**config.mk**
```make
export PLATFORM = sky130hd
export DESIGN_NAME = habs_top
export DESIGN_NICKNAME = d
export VERILOG_FILES = /design/src/include/habs_pkg.sv /design/src/logic/habs_top.sv /design/src/logic/habs_sync.sv
export SDC_FILE = /design/constraint.sdc
export NUM_CORES = 1
export LEC_CHECK = 0
export BUFFER_PORTS_ARGS = -buffer_cell sky130_fd_sc_hd__buf_2
export CAP_MARGIN = 20
export CORE_MARGIN = 2
export CORE_UTILIZATION = 41
export DETAILED_ROUTE_END_ITERATION = 8
export GPL_TIMING_DRIVEN = 0
export HOLD_SLACK_MARGIN = 0.03
export PLACE_DENSITY = 0.67
export SYNTH_ARGS = -nofsm -noshare
export SYNTH_HDL_FRONTEND = slang
export SYNTH_HIERARCHICAL = 1
export SYNTH_SLANG_ARGS = --single-unit
export TNS_END_PERCENT = 20
```
**constraint.sdc**
```tcl
create_clock -name MCLK_I -period 1.7 [get_ports MCLK_I]
set_input_delay 0.34 -clock MCLK_I [delete_from_list [all_inputs] [get_ports MCLK_I]]
set_output_delay 0.34 -clock MCLK_I [all_outputs]
set_load 0.01 [all_outputs]
```
**src/include/habs_pkg.sv**
```systemverilog
// constants for the host address bus and strap logic
`default_nettype none
package habs_pkg;
    // =====================================================================
    // bus geometry
    localparam int ADDR_W = 16;
    localparam int LOW_ADDR_W = 12;
    localparam int BOOT_BIT = 12;
    localparam int VCC_BIT = 13;
    localparam int UP_LO_BIT = 12;
    // capture waits this many edges after release before the straps are trusted; the synchroniser needs two
    localparam logic [1:0] SYNC_SETTLE = 2'h3;
    localparam logic [1:0] SETTLE_STEP = 2'h1;
    localparam logic [7:0] STAT_PAD = 8'h00;
    // =====================================================================
    // register map
    localparam logic [3:0] REG_CTRL = 4'h0;
    localparam logic [3:0] REG_STAT = 4'h1;
    localparam logic [3:0] REG_ADDR = 4'h2;
    localparam logic [3:0] REG_HOSTA = 4'h3;
    localparam logic [15:0] CTRL_RST = 16'h0000;
    localparam int CTRL_TRANSP = 0;
    // =====================================================================
    // power-up modes
    typedef enum logic [2:0] {
        HABS_BOOT_RT_BUSY = 3'b001,
        HABS_BOOT_IDLE = 3'b010,
        HABS_BOOT_BC = 3'b100
    } habs_boot_t;
endpackage
`default_nettype wire

```
**src/logic/habs_top.sv**
```systemverilog
// host address bus: decode, strap capture and outward drive control
// =========================================================================
// Contract
// - large memory: line 12 is always an address bit.
// - small memory, upper strap high: line 12 is address bit 12.
// - small memory, upper strap low: line 12 is the boot strap.
// - boot strap low: come up as terminal with busy set.
// - boot strap high: idle if terminal-only, else bus controller.
// - host decodes bits 11..0, plus 15..12 in large memory or with upper strap high.
// - buffered mode: never drive address lines.
// - transparent mode: drive address out during protocol RAM access.
// - drive only while ram ack low and io cycle flag high.
// - otherwise and after reset the lines stay undriven.
//
// Implementation choices: the register addresses and the plain strobed port.
`default_nettype none
module habs_top
    import habs_pkg::*;
#(
    parameter bit LARGE_MEM = 1'b0,
    parameter bit FULL_FUNC = 1'b1
) (
    // clock and reset
    input wire logic MCLK_I,
    input wire logic RST_B_I,
    // address pins
    input wire logic [ADDR_W-1:0] ADDR_PIN_I,
    output logic [ADDR_W-1:0] ADDR_PIN_O,
    output logic [ADDR_W-1:0] ADDR_PIN_OE_O,
    // straps and protocol-side control
    input wire logic UPPER_ADDRESS_LINES_STRAP_I,
    input wire logic RAM_BUS_OWNED_ACK_I,
    input wire logic HOST_IO_CYCLE_ACTIVE_I,
    input wire logic [ADDR_W-1:0] PROTO_ADDR_I,
    // decoded host address and boot result
    output logic [ADDR_W-1:0] HOST_ADDR_O,
    output logic [2:0] BOOT_MODE_O,
    output logic BOOT_VALID_O,
    // register port
    input wire logic [3:0] REG_ADDR_I,
    input wire logic [15:0] REG_WDATA_I,
    input wire logic REG_WR_I,
    input wire logic REG_RD_I,
    output logic [15:0] REG_RDATA_O
);
    // =====================================================================
    // synchronised pins
    logic [ADDR_W-1:0] pin_s;
    logic [2:0] ctl_s;
    habs_sync #(.W(ADDR_W)) u_sync_addr (
        .clk_i(MCLK_I),
        .rst_b_i(RST_B_I),
        .d_i(ADDR_PIN_I),
        .q_o(pin_s)
    );
    habs_sync #(.W(3)) u_sync_ctl (
        .clk_i(MCLK_I),
        .rst_b_i(RST_B_I),
        .d_i({UPPER_ADDRESS_LINES_STRAP_I, RAM_BUS_OWNED_ACK_I, HOST_IO_CYCLE_ACTIVE_I}),
        .q_o(ctl_s)
    );
    logic up_s, ack_s, io_s;
    assign up_s = ctl_s[2];
    assign ack_s = ctl_s[1];
    assign io_s = ctl_s[0];

    // =====================================================================
    // strap capture, once after reset release
    // synchroniser output is valid two edges after release; wait for it
    logic [1:0] wait_r;
    logic cap_done_r;
    logic upper_en_r;
    logic boot_strap_r;
    logic vcc_strap_r;
    always_ff @(posedge MCLK_I or negedge RST_B_I) begin
        if (!RST_B_I) begin
            wait_r <= 2'h0;
        end else if (wait_r != SYNC_SETTLE) begin
            wait_r <= wait_r + SETTLE_STEP;
        end
    end
    always_ff @(posedge MCLK_I or negedge RST_B_I) begin
        if (!RST_B_I) begin
            cap_done_r <= 1'b0;
            upper_en_r <= 1'b0;
            boot_strap_r <= 1'b0;
            vcc_strap_r <= 1'b0;
        end else if (!cap_done_r && wait_r == SYNC_SETTLE) begin
            cap_done_r <= 1'b1;
            upper_en_r <= LARGE_MEM | up_s;
            boot_strap_r <= pin_s[BOOT_BIT];
            vcc_strap_r <= pin_s[VCC_BIT];
        end
    end

    // =====================================================================
    // boot mode
    function automatic logic [2:0] boot_of(input logic strap, input logic full);
        if (!strap) begin
            boot_of = HABS_BOOT_RT_BUSY;
        end else if (full) begin
            boot_of = HABS_BOOT_BC;
        end else begin
            boot_of = HABS_BOOT_IDLE;
        end
    endfunction

    logic [2:0] boot_nxt;
    always_comb begin
        // large memory or upper strap high: no boot strap, default terminal
        if (upper_en_r) begin
            boot_nxt = HABS_BOOT_RT_BUSY;
        end else begin
            boot_nxt = boot_of(boot_strap_r, FULL_FUNC);
        end
    end
    always_ff @(posedge MCLK_I or negedge RST_B_I) begin
        if (!RST_B_I) begin
            BOOT_MODE_O <= HABS_BOOT_RT_BUSY;
            BOOT_VALID_O <= 1'b0;
        end else begin
            BOOT_MODE_O <= boot_nxt;
            BOOT_VALID_O <= cap_done_r;
        end
    end

    // =====================================================================
    // host address decode
    logic [ADDR_W-1:0] host_nxt;
    always_comb begin
        host_nxt = '0;
        host_nxt[LOW_ADDR_W-1:0] = pin_s[LOW_ADDR_W-1:0];
        if (upper_en_r) begin
            host_nxt[ADDR_W-1:UP_LO_BIT] = pin_s[ADDR_W-1:UP_LO_BIT];
        end
    end
    always_ff @(posedge MCLK_I or negedge RST_B_I) begin
        if (!RST_B_I) begin
            HOST_ADDR_O <= '0;
        end else begin
            HOST_ADDR_O <= host_nxt;
        end
    end

    // =====================================================================
    // control register and outward drive
    logic [15:0] ctrl_r;
    always_ff @(posedge MCLK_I or negedge RST_B_I) begin
        if (!RST_B_I) begin
            ctrl_r <= CTRL_RST;
        end else if (REG_WR_I && REG_ADDR_I == REG_CTRL) begin
            ctrl_r <= REG_WDATA_I;
        end
    end
    logic transp;
    assign transp = ctrl_r[CTRL_TRANSP];

    // mask limits drive to lines 12..0, boot strap line included, or to all lines when the upper lines are address bits
    logic [ADDR_W-1:0] drv_mask;
    always_comb begin
        drv_mask = '0;
        drv_mask[BOOT_BIT:0] = '1;
        if (upper_en_r) begin
            drv_mask = '1;
        end else if (!cap_done_r) begin
            drv_mask = '0;
        end
    end

    logic drive_nxt;
    logic drive_r;
    // buffered mode never drives; transparent only on protocol access
    assign drive_nxt = cap_done_r && transp && !ack_s && io_s;
    always_ff @(posedge MCLK_I or negedge RST_B_I) begin
        if (!RST_B_I) begin
            drive_r <= 1'b0;
            ADDR_PIN_O <= '0;
            ADDR_PIN_OE_O <= '0;
        end else begin
            drive_r <= drive_nxt;
            ADDR_PIN_O <= PROTO_ADDR_I & drv_mask;
            ADDR_PIN_OE_O <= drive_nxt ? drv_mask : '0;
        end
    end

    // =====================================================================
    // register read
    always_ff @(posedge MCLK_I or negedge RST_B_I) begin
        if (!RST_B_I) begin
            REG_RDATA_O <= '0;
        end else if (REG_RD_I) begin
            case (REG_ADDR_I)
                REG_CTRL: REG_RDATA_O <= ctrl_r;
                REG_STAT: REG_RDATA_O <= {STAT_PAD, drive_r, vcc_strap_r, boot_strap_r,
                                          upper_en_r, cap_done_r, BOOT_MODE_O};
                REG_ADDR: REG_RDATA_O <= HOST_ADDR_O;
                REG_HOSTA: REG_RDATA_O <= pin_s;
                default: REG_RDATA_O <= '0;
            endcase
        end else begin
            REG_RDATA_O <= '0;
        end
    end
endmodule
`default_nettype wire

```
**src/logic/habs_sync.sv**
```systemverilog
// two-flop synchroniser for a bus of pin inputs
`default_nettype none
module habs_sync #(
    parameter int W = 16
) (
    input wire logic clk_i,
    input wire logic rst_b_i,
    input wire logic [W-1:0] d_i,
    output logic [W-1:0] q_o
);
    logic [W-1:0] s1_r;
    always_ff @(posedge clk_i or negedge rst_b_i) begin
        if (!rst_b_i) begin
            s1_r <= '0;
            q_o <= '0;
        end else begin
            s1_r <= d_i;
            q_o <= s1_r;
        end
    end
endmodule
`default_nettype wire

```
==> results, run 1 <==
- Across the run, the number of max-cap violations was 0.
- In this run the most critical hold path is launched from PROTO_ADDR_I[1].
- The beginning of the worst register-to-register path is wait_r[0].
- Leaving out fill and tap cells, the most frequent cell in the layout is sky130_fd_sc_hd__buf_2.
- The netlist uses 28 different library cells.
- The CTS buffer count is 17.
- The portion of the clock cycle consumed by the worst path in the final layout is 94.2%.
- The number of antenna violations at the first check in global routing is 0.
- At the pin with the least slew margin, the transition time is 777 ps.
- The final worst slack is 98.8 ps.
- The clock passes through at most 2 buffers.
- Data arrives at the worst endpoint at 1260 ps.
- The floorplan step defined a die boundary enclosing 10400 um^2.
- Setup repair after global routing left no endpoint under its margin.
- In this design, the stage delay of the slowest critical-path cell is 480 ps.
- Hold is met by 50.1 ps.
- The layout cell share with drive strength beyond 1 is 50.3%.
- The synthesized net count is 310.
- Traced cell by cell, the critical path runs through buf_4 -> buf_2.
- The number of global-route vias before repair is 2668.
- The number of sinks handled by clock tree synthesis is 114.
- The number of failing hold endpoints at the final stage is 0.
- After synthesis, the mean cell area works out to 15.8 um^2.
- In the final routed layout, each cell accounts on average for 14.8 um.
- The smallest clock period supported by the final layout is computed as 1600 ps.
- The global-route congestion overflow total is 0.
- The number of remaining DRC errors is 0.
- For the final database, setup skew stands at 11.5 ps.
- The width of the die is 102 um.
- In this run the count of I/O pins placed on the die edge is 127.
- The count of input and output buffers is 124.
- The most used flip-flop cell after synthesis is sky130_fd_sc_hd__dfrtp_1.
- The detailed placer's ending HPWL is 5400 um.
- The leakage component of the power is 2.76 nW.
- Setup total negative slack on the finished layout was measured at 0 ps.
- Entering global routing, the biggest net connects 74 pins.
- Compared with the post-synthesis result, the final layout area differs by 40.7%.
- The placer congestion estimate is 0.725.
- In this run the core area contains 35 standard-cell rows.
- The deepest level of the CTS H-tree is 4.
- The slowest stage of the critical path belongs to the cell sky130_fd_sc_hd__dfrtp_2.
- The class of the most critical hold timing path is in -> reg.
- The worst setup path is launched from a flop.
- For hold timing, the worst endpoint is ADDR_PIN_O[1].
- The remaining number of nets flagged by the antenna check after routing is 0.
- The fraction of synthesis flops using an asynchronous set or reset pin is 100%.
- The y dimension of the die is 102 um.
- The most used routing layer is met2.
- Global routing used 17.0% of the available tracks.
- The flow ran to the end, and the final reports show no timing, DRC or antenna violations.
- STA classifies the critical path endpoint as a primary output.
- CTS placed an instance of sky130_fd_sc_hd__clkbuf_8 at the clock tree root.
- Setup violations remaining at the end of the flow were counted as 0.
- Counting flops with a built-in enable in the synthesized netlist gives 0.
- At the placement stage, the worst setup path has a slack of -235 ps.
- The core region is 9280 um^2.
- The number of register bits inferred by synthesis is 114.
- Setup slack on the worst reg-to-reg path comes out at 420 ps.
- The power density of the placed cells is 1220 nW/um^2.
- The first-pass GRT wire length is 13100 um.
- The required time of the worst setup path is 1360 ps.
- Using the TritonRoute via totals, the vias-per-cell ratio works out to 4.42.
- For this run, global-route usage on met3 was measured as 6.02%.
- Along the worst hold path, the cell count comes to 2.
- The count of pins over their slew limit is 0.
- The initial core utilization is 42.5%.
- The number of diodes is 0.
- Measured against its own limit, the worst slew margin works out to 47.8%.
- The first-iteration detailed-routing DRC count is 97.
- The mapped netlist covers 3950 um^2.
- The fraction of the yosys area taken by sequential cells is 72.3%.
- The instance count of the mapped netlist is 250.
- Clock latency on the worst-skew pair, taken at its later pin, is 510 ps.
- TritonCTS built the clock tree.
- The number of setup buffers added after CTS is 0.
- The vias after detailed routing is 2475.
- In this run the worst path has a maximum fanout of 13.
- Clock-pin slew was measured on the worst setup and hold paths at 60 ps.
- The detailed-router iteration count before antenna repair is 4.
- The worst reg2reg path endpoint is boot_strap_r.
- In the layout the commonest cells are sky130_fd_sc_hd__buf_2 (124), sky130_fd_sc_hd__dfrtp_1 (112), sky130_fd_sc_hd__mux2_2 (26).
- The warning count from the yosys run is 6.
- For this run, global-route usage on met2 was measured as 26.8%.
- Across the VDD grid, the largest voltage drop is 0.695 mV.
- The final net count is 479.
- Global routing consumed, on the met1 layer, 21.4% of the routing resources.
- For the worst flop-to-flop path, the logic depth is 3.
- For this run, the share of the core covered by cells in the final layout is 59.8%.
- The worst setup path is of the reg -> out kind.
- The aggregate routed wire length is 8280 um.
- Static timing analysis puts the maximum clock frequency at 0.625 GHz.
worst max-delay path: cells and delay by family (launching register included):
family | cells | cell delay [ps]
buf+inv | 2 | 290
flops | 1 | 480
area by class of cell:
cell class / count / area, um^2
plain buffers: 23 / 156
clock buffers: 19 / 442
clock inverters: 12 / 98.8
fillers: 759 / 3730
inverters: 1 / 3.75
multi-input cells: 112 / 931
flip-flops and latches: 114 / 2860
well taps: 129 / 161
repair buffers: 150 / 901
registers in the layout, summed over array words and instances, names as in the netlist:
| signal | cells |
|---|---|
| BOOT_VALID_O | 1 |
| wait_r | 2 |
| HOST_ADDR_O | 16 |
| ADDR_PIN_O | 16 |
| vcc_strap_r | 1 |
| upper_en_r | 1 |
| u_sync_ctl/q_o | 3 |
| boot_strap_r | 1 |
| u_sync_addr/s1_r | 16 |
| BOOT_MODE_O | 2 |
| ctrl_r | 16 |
| REG_RDATA_O | 16 |
| u_sync_addr/q_o | 16 |
| u_sync_ctl/s1_r | 3 |
| ADDR_PIN_OE_O | 2 |
| drive_r | 1 |
| cap_done_r | 1 |
power breakdown:
| part | switching, mW | internal [mW] | total [mW] |
|---|---|---|---|
| Sequential | 0.0898 | 2.90 | 2.99 |
| Combinational | 0.248 | 0.351 | 0.599 |
| Clock | 1.28 | 1.88 | 3.16 |
metal layers:
metal  vias up  share of wire (%)  wire, um
met5         -                  0         0
met2        85                 50      4110
li1       1174                  -         -
met4         0               0.95        79
met1      1210                 44      3600
met3         6                5.9       488
synthesized netlist by cell type, types with 2 or more instances:
cell | n | area share (%)
sky130_fd_sc_hd__and4b_1 | 2 | 0.51
sky130_fd_sc_hd__nor2_1 | 11 | 1.0
sky130_fd_sc_hd__clkbuf_1 | 3 | 0.29
sky130_fd_sc_hd__a21oi_1 | 7 | 0.89
sky130_fd_sc_hd__buf_4 | 16 | 3.0
sky130_fd_sc_hd__mux2_2 | 26 | 7.4
sky130_fd_sc_hd__nor2b_1 | 14 | 2.2
sky130_fd_sc_hd__nand2_1 | 8 | 0.76
sky130_fd_sc_hd__mux2_4 | 10 | 3.8
sky130_fd_sc_hd__and2_1 | 8 | 1.3
sky130_fd_sc_hd__a22oi_1 | 16 | 3.0
sky130_fd_sc_hd__dfrtp_1 | 113 | 72
repair_timing:
action / 4_1_cts / 5_1_grt
hold endpoints to repair: 64 / 0
resized for setup: 1 / 0
hold buffers: 25 / 0
setup endpoints to repair: 12 / 0
metrics by stage:
step | std cells | total power, mW | instance area, um^2
floorplan | 250 | 3.33 | 3950
global placement | 503 | 3.57 | 4730
detailed placement | 504 | 3.60 | 4760
CTS | 560 | 6.85 | 5550
global route | 560 | 7.06 | 5550
finish | 560 | 6.75 | 5550
cell families (layout without fill, tap and decap cells):
| group | Yosys count | count (layout) | share of synthesized area (%) |
|---|---|---|---|
| simple gates | 50 | 50 | 7.80 |
| fa+ha+maj | 1 | 1 | 0.317 |
| buf+inv | 24 | 205 | 4.06 |
| compound gates | 23 | 23 | 3.93 |
| flops | 114 | 114 | 72.3 |
| mux | 36 | 36 | 11.2 |
| other cells | 1 | 1 | 0.0951 |
| xor+xnor | 1 | 1 | 0.222 |
worst max-delay path by stage:
stage	startpoint	end
6_report	ADDR_PIN_OE_O[12]	ADDR_PIN_OE_O[1]
4_1_cts	ADDR_PIN_OE_O[12]	ADDR_PIN_OE_O[1]
3_5_place_dp	REG_ADDR_I[3]	ctrl_r[8]
2_1_floorplan	REG_ADDR_I[0]	ctrl_r[10]
3_3_place_gp	RST_B_I	ctrl_r[9]
5_1_grt	ADDR_PIN_OE_O[12]	ADDR_PIN_OE_O[12]
Power figures use the tool's default switching activity.
==> run 2, diff against run 1 <==
==> constraint.sdc (replaced) <==
create_clock -name MCLK_I -period 1.8 [get_ports MCLK_I]
set_input_delay 0.36 -clock MCLK_I [delete_from_list [all_inputs] [get_ports MCLK_I]]
set_output_delay 0.36 -clock MCLK_I [all_outputs]
set_load 0.01 [all_outputs]
==> results, run 2 (synthesis gave the netlist of run 1 again) <==
- The flow ran to the end, and the final reports show no timing, DRC or antenna violations.
- The final worst slack is 108 ps (+8.75 ps).
- The arrival time of data at the critical path endpoint is 1330 ps (+70 ps).
- The total power is 6.37 mW (-5.7%).
- The master cell of the clock root buffer is sky130_fd_sc_hd__clkbuf_8.
- The worst hold margin is 68.3 ps (+18.2 ps).
- The detailed-router iteration count before antenna repair came to 4 (unchanged).
- On the critical path, the stage with the largest delay is an instance of sky130_fd_sc_hd__dfrtp_1.
- The critical path is of the reg -> out type.
- The worst setup path is captured at a primary output.
- The area of the placeable core was 9280 um^2 (unchanged).
- The tightest min-delay check is of the in -> reg type.
- The combinational cell fraction of total power is 8.8% (about the same).
- The worst ir drop on vdd is 0.661 mV (-4.9%).
- The maximum fanout along the worst path was 13 (unchanged).
- The placer congestion estimate is 0.725 (unchanged).
- The number of failing hold endpoints at the final stage is 0 (unchanged).
- The gate family responsible for the most delay along the worst path is flip-flops.
- The number of standard-cell rows in the floorplan is 35 (unchanged).
- The clock transition at the registers of the reported paths is 60 ps (about the same).
- The switching power summed over all nets is 1.52 mW (-5.5%).
- The final-layout fill cell count is 769 (+1.3%).
- The vias after detailed routing came to 2460 (-0.61%).
- The count of input and output buffers is 124 (unchanged).
- The area enclosed by the die boundary is 10400 um^2 (unchanged).
- The aggregate routed wire length is 8190 um (-1.1%).
- The buffer levels on the longest clock path is 2 (unchanged).
- The clock latency at the later pin of the worst-skew pair is 510 ps (about the same).
- The remaining number of nets flagged by the antenna check after routing is 0 (unchanged).
- The internal power is 4.85 mW (-5.7%).
- The width of the die is 102 um (unchanged).
- The number of buffers inserted by post-CTS setup repair is 0 (unchanged).
- The slew at the pin closest to its max-slew limit is 774 ps (-3.42 ps).
- The detailed placer's ending HPWL is 5400 um (unchanged).
- The CTS buffer count is 17 (unchanged).
- The first-iteration detailed-routing DRC count is 99 (+2.1%).
- The number of buffers and inverters on the critical path came to 2 (unchanged).
- The detail-routed via count per cell is 4.43 (+0.29%).
- The required time of the worst setup path is 1440 ps (+80 ps).
- After layout, the worst path uses 94.0% of the clock period.
- The relative contribution of sequential cells to total power is 44.4% (about the same).
- The critical path launch point type is a flop.
- The delay of the slowest cell on the worst path is 550 ps (+70 ps).
- Leaving out fill and tap cells, the most frequent cells in the layout are sky130_fd_sc_hd__buf_2 (124), sky130_fd_sc_hd__dfrtp_1 (113), sky130_fd_sc_hd__mux2_2 (26).
- The clock tree from TritonCTS is done.
- The global-route congestion overflow total is 0 (unchanged).
- The post-route minimum period is 1690 ps.
- The number of remaining DRC errors came to 0 (unchanged).
- The final net count is 474 (-1.0%).
- Setup repair after global routing left no endpoint under its margin.
- The fraction of power spent switching nets is 23.9% (+0.034 points).
- The library cell used most frequently in the layout, excluding fill and tap cells, is sky130_fd_sc_hd__buf_2.
- The beginning of the worst register-to-register path is wait_r[0].
- In this run the worst setup path begins at ADDR_PIN_OE_O[12].
- The final setup skew is 12.2 ps (+0.671 ps).
- The relative slew slack came to 48.0% (+0.23 points).
- The wire length per cell after detailed routing is 14.7 um (-0.20%).
- The number of antenna violations at the first check in global routing came to 0 (unchanged).
- The deepest level of the CTS H-tree came to 4 (unchanged).
- Walking the worst path, the cells encountered are buf_4 -> buf_2.
- The y dimension of the die is 102 um (unchanged).
- The initial core utilization is 42.5% (unchanged).
- The first-pass GRT wire length is 13100 um (-0.37%).
- Timing would allow up to 0.591 GHz.
- The number of global-route vias before repair is 2660 (-0.30%).
- The number of diodes was 0 (unchanged).
- The startpoint identified for the worst hold timing path is PROTO_ADDR_I[2].
- The number of max-capacitance violations reported was 0 (unchanged).
- The leakage component of the power came to 2.74 nW (-0.70%).
- The I/O pin total is 127 (unchanged).
- The global-route usage over all layers is 17.0% (-0.034 points).
- The layout cell share with drive strength beyond 1 was 50.7% (+0.36 points).
- The pre-CTS worst setup slack is -155 ps (+80.0 ps).
- The number of sinks handled by clock tree synthesis is 114 (unchanged).
- The count of pins over their slew limit is 0 (unchanged).
- The clock network fraction of design power came to 46.9% (about the same).
- Relative to the synthesized area, the layout overhead comes to 39.4%.
- The number of setup violations in the final report came to 0 (unchanged).
- The maximum number of pins on one net before global-route repair came to 74 (unchanged).
- The power density of the placed cells is 1160 nW/um^2 (-4.8%).
run 2: changes by cell type in the layout (fill, tap and decap cells not counted), sizes merged:
cell,previous run,this run
dlygate4sd3,25,20
run 2: stage by stage:
step,TNS [ps],std cells,area [um^2],util (%)
final,0,555,5500,59.2
after global routing,0,555,5500,59.2
after CTS,0,555,5500,59.2
after detailed placement,-2090,504,4760,51.2
after global placement,-102820,503,4730,50.9
after floorplan,0,250,3950,-
run 2: path summary, 6_finish.rpt:
check | to | slack (ps) | depth (start not counted)
worst min-delay path | ADDR_PIN_O[2] | 70 | 2
worst max-delay path | ADDR_PIN_OE_O[1] | 110 | 2
min in group asynchronous | ADDR_PIN_O[11] | 380 | 2
worst max register to register | boot_strap_r | 520 | 3
max in group asynchronous | ctrl_r[13] | 680 | 3
worst min register to register | u_sync_ctl/q_o[2] | 350 | 0
run 2: power groups by stage:
| stage | Sequential (mW) | Combinational (mW) | Clock [mW] |
|---|---|---|---|
| final | 2.83 | 0.557 | 2.99 |
| after global routing | 2.85 | 0.615 | 3.19 |
| after CTS | 2.83 | 0.569 | 3.07 |
| after detailed placement | 2.87 | 0.532 | 0 |
| after global placement | 2.86 | 0.513 | 0 |
| after floorplan | 2.87 | 0.275 | 0 |
run 2: per-layer routing:
layer	part of all wire (%)	track usage, %	vias up
li1	-	-	1165
met1	44	21.5	1206
met2	50	26.7	83
met3	5.9	6.02	6
met4	0.97	7.28	0
met5	0	0	-
run 2: final cells by class:
cell class,count,area [um^2],share of cell area (%)
inverter,1,3.75,0.0683
sequential,114,2850,51.9
clock buffer,19,442,8.03
multi-input combinational,112,931,16.9
clock inverter,12,98.8,1.80
buffer,23,156,2.84
timing repair buffer,145,851,15.5
tap,129,161,2.94
run 2: repair_timing:
action | in CTS | in global routing
gates resized for setup | 0 | 0
hold buffers | 20 | 0
endpoints found under the hold margin | 59 | 0
run 2: worst reg2reg max path, stage by stage (launching register included):
cell and delay, ps:
sky130_fd_sc_hd__dfrtp_1 390, sky130_fd_sc_hd__ha_1 260, sky130_fd_sc_hd__nand2b_1 160, sky130_fd_sc_hd__mux2_2 350
==> run 3, diff against run 2 <==
--- a/config.mk
+++ b/config.mk
@@ -7,12 +7,13 @@
 export LEC_CHECK = 0
 export BUFFER_PORTS_ARGS = -buffer_cell sky130_fd_sc_hd__buf_2
 export CAP_MARGIN = 20
-export CORE_MARGIN = 2
+export CORE_MARGIN = 5
 export CORE_UTILIZATION = 41
 export DETAILED_ROUTE_END_ITERATION = 8
 export GPL_TIMING_DRIVEN = 0
 export HOLD_SLACK_MARGIN = 0.03
 export PLACE_DENSITY = 0.67
+export RECOVER_POWER = 25
 export SYNTH_ARGS = -nofsm -noshare
 export SYNTH_HDL_FRONTEND = slang
 export SYNTH_HIERARCHICAL = 1
==> results, run 3 (synthesis gave the netlist of run 1 again) <==
- The number of failing hold endpoints at the final stage is 0 (unchanged).
- The initial core utilization is 42.3% (-0.20 points).
- The count of pins over their slew limit is 0 (unchanged).
- The aggregate routed wire length is 8570 um (+4.7%).
- The final-layout fill cell count is 774 (+0.65%).
- The class of the most critical hold timing path is in -> reg.
- The endpoint of the worst hold path is ADDR_PIN_O[5].
- The fraction of power spent switching nets came to 23.4% (-0.58 points).
- The kind of critical path is reg -> out.
- The pre-CTS worst setup slack is -160 ps (-4.70 ps).
- The worst setup path is captured at a primary output.
- The y dimension of the die was 108 um (+5.9%).
- The gate family responsible for the most delay along the worst path is flip-flops.
- The cell count along the critical path is 2 (unchanged).
- The number of standard-cell rows in the floorplan is 35 (unchanged).
- The highest attainable clock frequency is 0.589 GHz (-0.31%).
- The first-iteration detailed-routing DRC count is 96 (-3.0%).
- The clock network fraction of design power is 48.5% (+1.6 points).
- Walking the worst path, the cells encountered are buf_4 -> buf_2.
- The combinational cell fraction of total power is 8.5% (-0.3 points).
- The setup slack of the worst register-to-register path is 530 ps (about the same).
- The critical path launch point type is a flop.
- The number of buffers and inverters on the critical path was 2 (unchanged).
- TritonCTS built the clock tree.
- The number of cells on the worst hold path is 2 (unchanged).
- The remaining number of nets flagged by the antenna check after routing is 0 (unchanged).
- The relative contribution of sequential cells to total power is 43.0% (-1.4 points).
- The portion of the clock cycle consumed by the worst path in the final layout is 94.3% (+0.30 points).
- The placer congestion estimate is 0.765 (+5.5%).
- The maximum number of pins on one net before global-route repair is 59 (-20%).
- The maximum fanout along the worst path is 13 (unchanged).
- The arrival time of data at the critical path endpoint came to 1340 ps (about the same).
- The library cells used most frequently in the layout, excluding fill and tap cells, are sky130_fd_sc_hd__buf_2 (122), sky130_fd_sc_hd__dfrtp_1 (113), sky130_fd_sc_hd__mux2_2 (26).
- The buffer levels on the longest clock path is 2 (unchanged).
- The delay of the slowest cell on the worst path is 550 ps (about the same).
- The detailed-router iteration count before antenna repair is 4 (unchanged).
- Setup repair after global routing left no endpoint under its margin.
- The clock latency at the later pin of the worst-skew pair was 510 ps (about the same).
- The run finished with clean final reports.
- The total power is 6.58 mW (+3.2%).
- The detailed placer's ending HPWL is 5880 um (+8.9%).
- The slowest stage of the critical path is the sky130_fd_sc_hd__dfrtp_1 cell.
- The detail-routed via count per cell is 4.46 (+0.65%).
- The slew at the pin closest to its max-slew limit is 782 ps (+8.20 ps).
- Leaving out fill and tap cells, the most frequent cell in the layout is sky130_fd_sc_hd__buf_2.
- The count of input and output buffers came to 124 (unchanged).
- The number of global-route vias before repair came to 2786 (+4.7%).
- The number of sinks handled by clock tree synthesis is 114 (unchanged).
- The tree is rooted in a sky130_fd_sc_hd__clkbuf_8.
- The area of the placeable core is 9330 um^2 (+0.47%).
- The area enclosed by the die boundary came to 11700 um^2 (+12%).
- The worst reg2reg path endpoint is upper_en_r.
- The number of cells on the worst reg-to-reg path came to 3 (unchanged).
- The number of diodes is 0 (unchanged).
- The width of the die was 108 um (+5.9%).
- The final setup skew is 8.13 ps (-4.02 ps).
- The startpoint of the worst hold path is PROTO_ADDR_I[5].
- The final net count was 474 (unchanged).
- The switching power summed over all nets is 1.54 mW (+0.74%).
- The global-route congestion overflow total is 0 (unchanged).
- The vias after detailed routing came to 2476 (+0.65%).
- The CTS buffer count was 17 (unchanged).
- The number of remaining DRC errors is 0 (unchanged).
- The layout cell share with drive strength beyond 1 is 50.2% (-0.47 points).
- The number of setup violations in the final report was 0 (unchanged).
- The leakage component of the power was 2.74 nW (about the same).
- The wire length per cell after detailed routing is 15.4 um (+4.7%).
- The layout overhead on the synthesized area is 40.1%.
- The relative slew slack came to 47.9% (-0.15 points).
- The deepest level of the CTS H-tree is 4 (unchanged).
- The clock transition at the registers of the reported paths came to 60 ps (about the same).
- The number of max-capacitance violations reported is 0 (unchanged).
- The post-route minimum period came to 1700 ps (+5.32 ps).
- The I/O pin total is 127 (unchanged).
- The worst ir drop on vdd is 0.615 mV (-7.0%).
- The first-pass GRT wire length was 14100 um (+7.7%).
- The final worst slack came to 102 ps (-5.32 ps).
- The power density of the placed cells is 1190 nW/um^2 (+2.7%).
- The global-route usage over all layers is 16.2% (-0.76 points).
- The post-layout utilization of the core is 59.2% (about the same).
- The beginning of the worst register-to-register path is wait_r[0].
- The number of antenna violations at the first check in global routing was 0 (unchanged).
- The number of buffers inserted by post-CTS setup repair is 0 (unchanged).
- The internal power was 5.04 mW (+4.0%).
- The required time of the worst setup path is 1440 ps (about the same).
run 3: per-stage QoR:
stage | area (um^2) | cells | TNS, ps | hold slack, ps
2_1_floorplan | 3950 | 250 | 0 | 64.4
6_report | 5530 | 555 | 0 | 62.8
4_1_cts | 5530 | 555 | 0 | 42.1
3_5_place_dp | 4760 | 504 | -2310 | 335
3_3_place_gp | 4730 | 503 | -103330 | 331
5_1_grt | 5530 | 555 | 0 | 52.9
run 3: power by group through the flow:
| stage | Sequential (mW) | Clock, mW | Combinational, mW |
|---|---|---|---|
| 6_report | 2.83 | 3.19 | 0.560 |
| 5_1_grt | 2.85 | 3.38 | 0.619 |
| 4_1_cts | 2.83 | 3.25 | 0.574 |
| 3_5_place_dp | 2.87 | 0 | 0.536 |
| 3_3_place_gp | 2.86 | 0 | 0.517 |
| 2_1_floorplan | 2.87 | 0 | 0.275 |
run 3: how the worst max path moves through the flow:
stage | startpoint | to
2_1_floorplan | REG_ADDR_I[0] | ctrl_r[10]
3_3_place_gp | RST_B_I | ctrl_r[11]
3_5_place_dp | REG_ADDR_I[3] | ctrl_r[6]
4_1_cts | ADDR_PIN_OE_O[12] | ADDR_PIN_OE_O[12]
5_1_grt | ADDR_PIN_OE_O[12] | ADDR_PIN_OE_O[1]
6_report | ADDR_PIN_OE_O[12] | ADDR_PIN_OE_O[12]
run 3: final cells by class:
cell class	count	area [um^2]	share of cell area, %
plain buffers	23	156	2.83
clock buffers	17	414	7.49
clock inverters	14	158	2.85
inverters	1	3.75	0.0679
multi-input cells	112	931	16.8
flip-flops and latches	114	2850	51.6
well taps	129	161	2.92
repair buffers	145	848	15.3
run 3: worst register-to-register path, stage by stage (launching register included):
cell and delay [ps]:
sky130_fd_sc_hd__dfrtp_1 390, sky130_fd_sc_hd__ha_1 250, sky130_fd_sc_hd__nand2b_1 170, sky130_fd_sc_hd__mux2_2 350
run 3: layer usage:
layer	track usage, %	routed length (um)	up-vias	share of wire (%)
met1	18.9	3410	1218	40
met5	0	0	-	0
met4	7.94	164	0	1.9
met3	5.61	610	13	7.1
li1	-	-	1163	-
met2	26.7	4380	82	51
run 3: timing repair:
action | in CTS | in global routing
resized for setup | 0 | 0
hold buffers | 20 | 0
hold endpoints to repair | 75 | 0
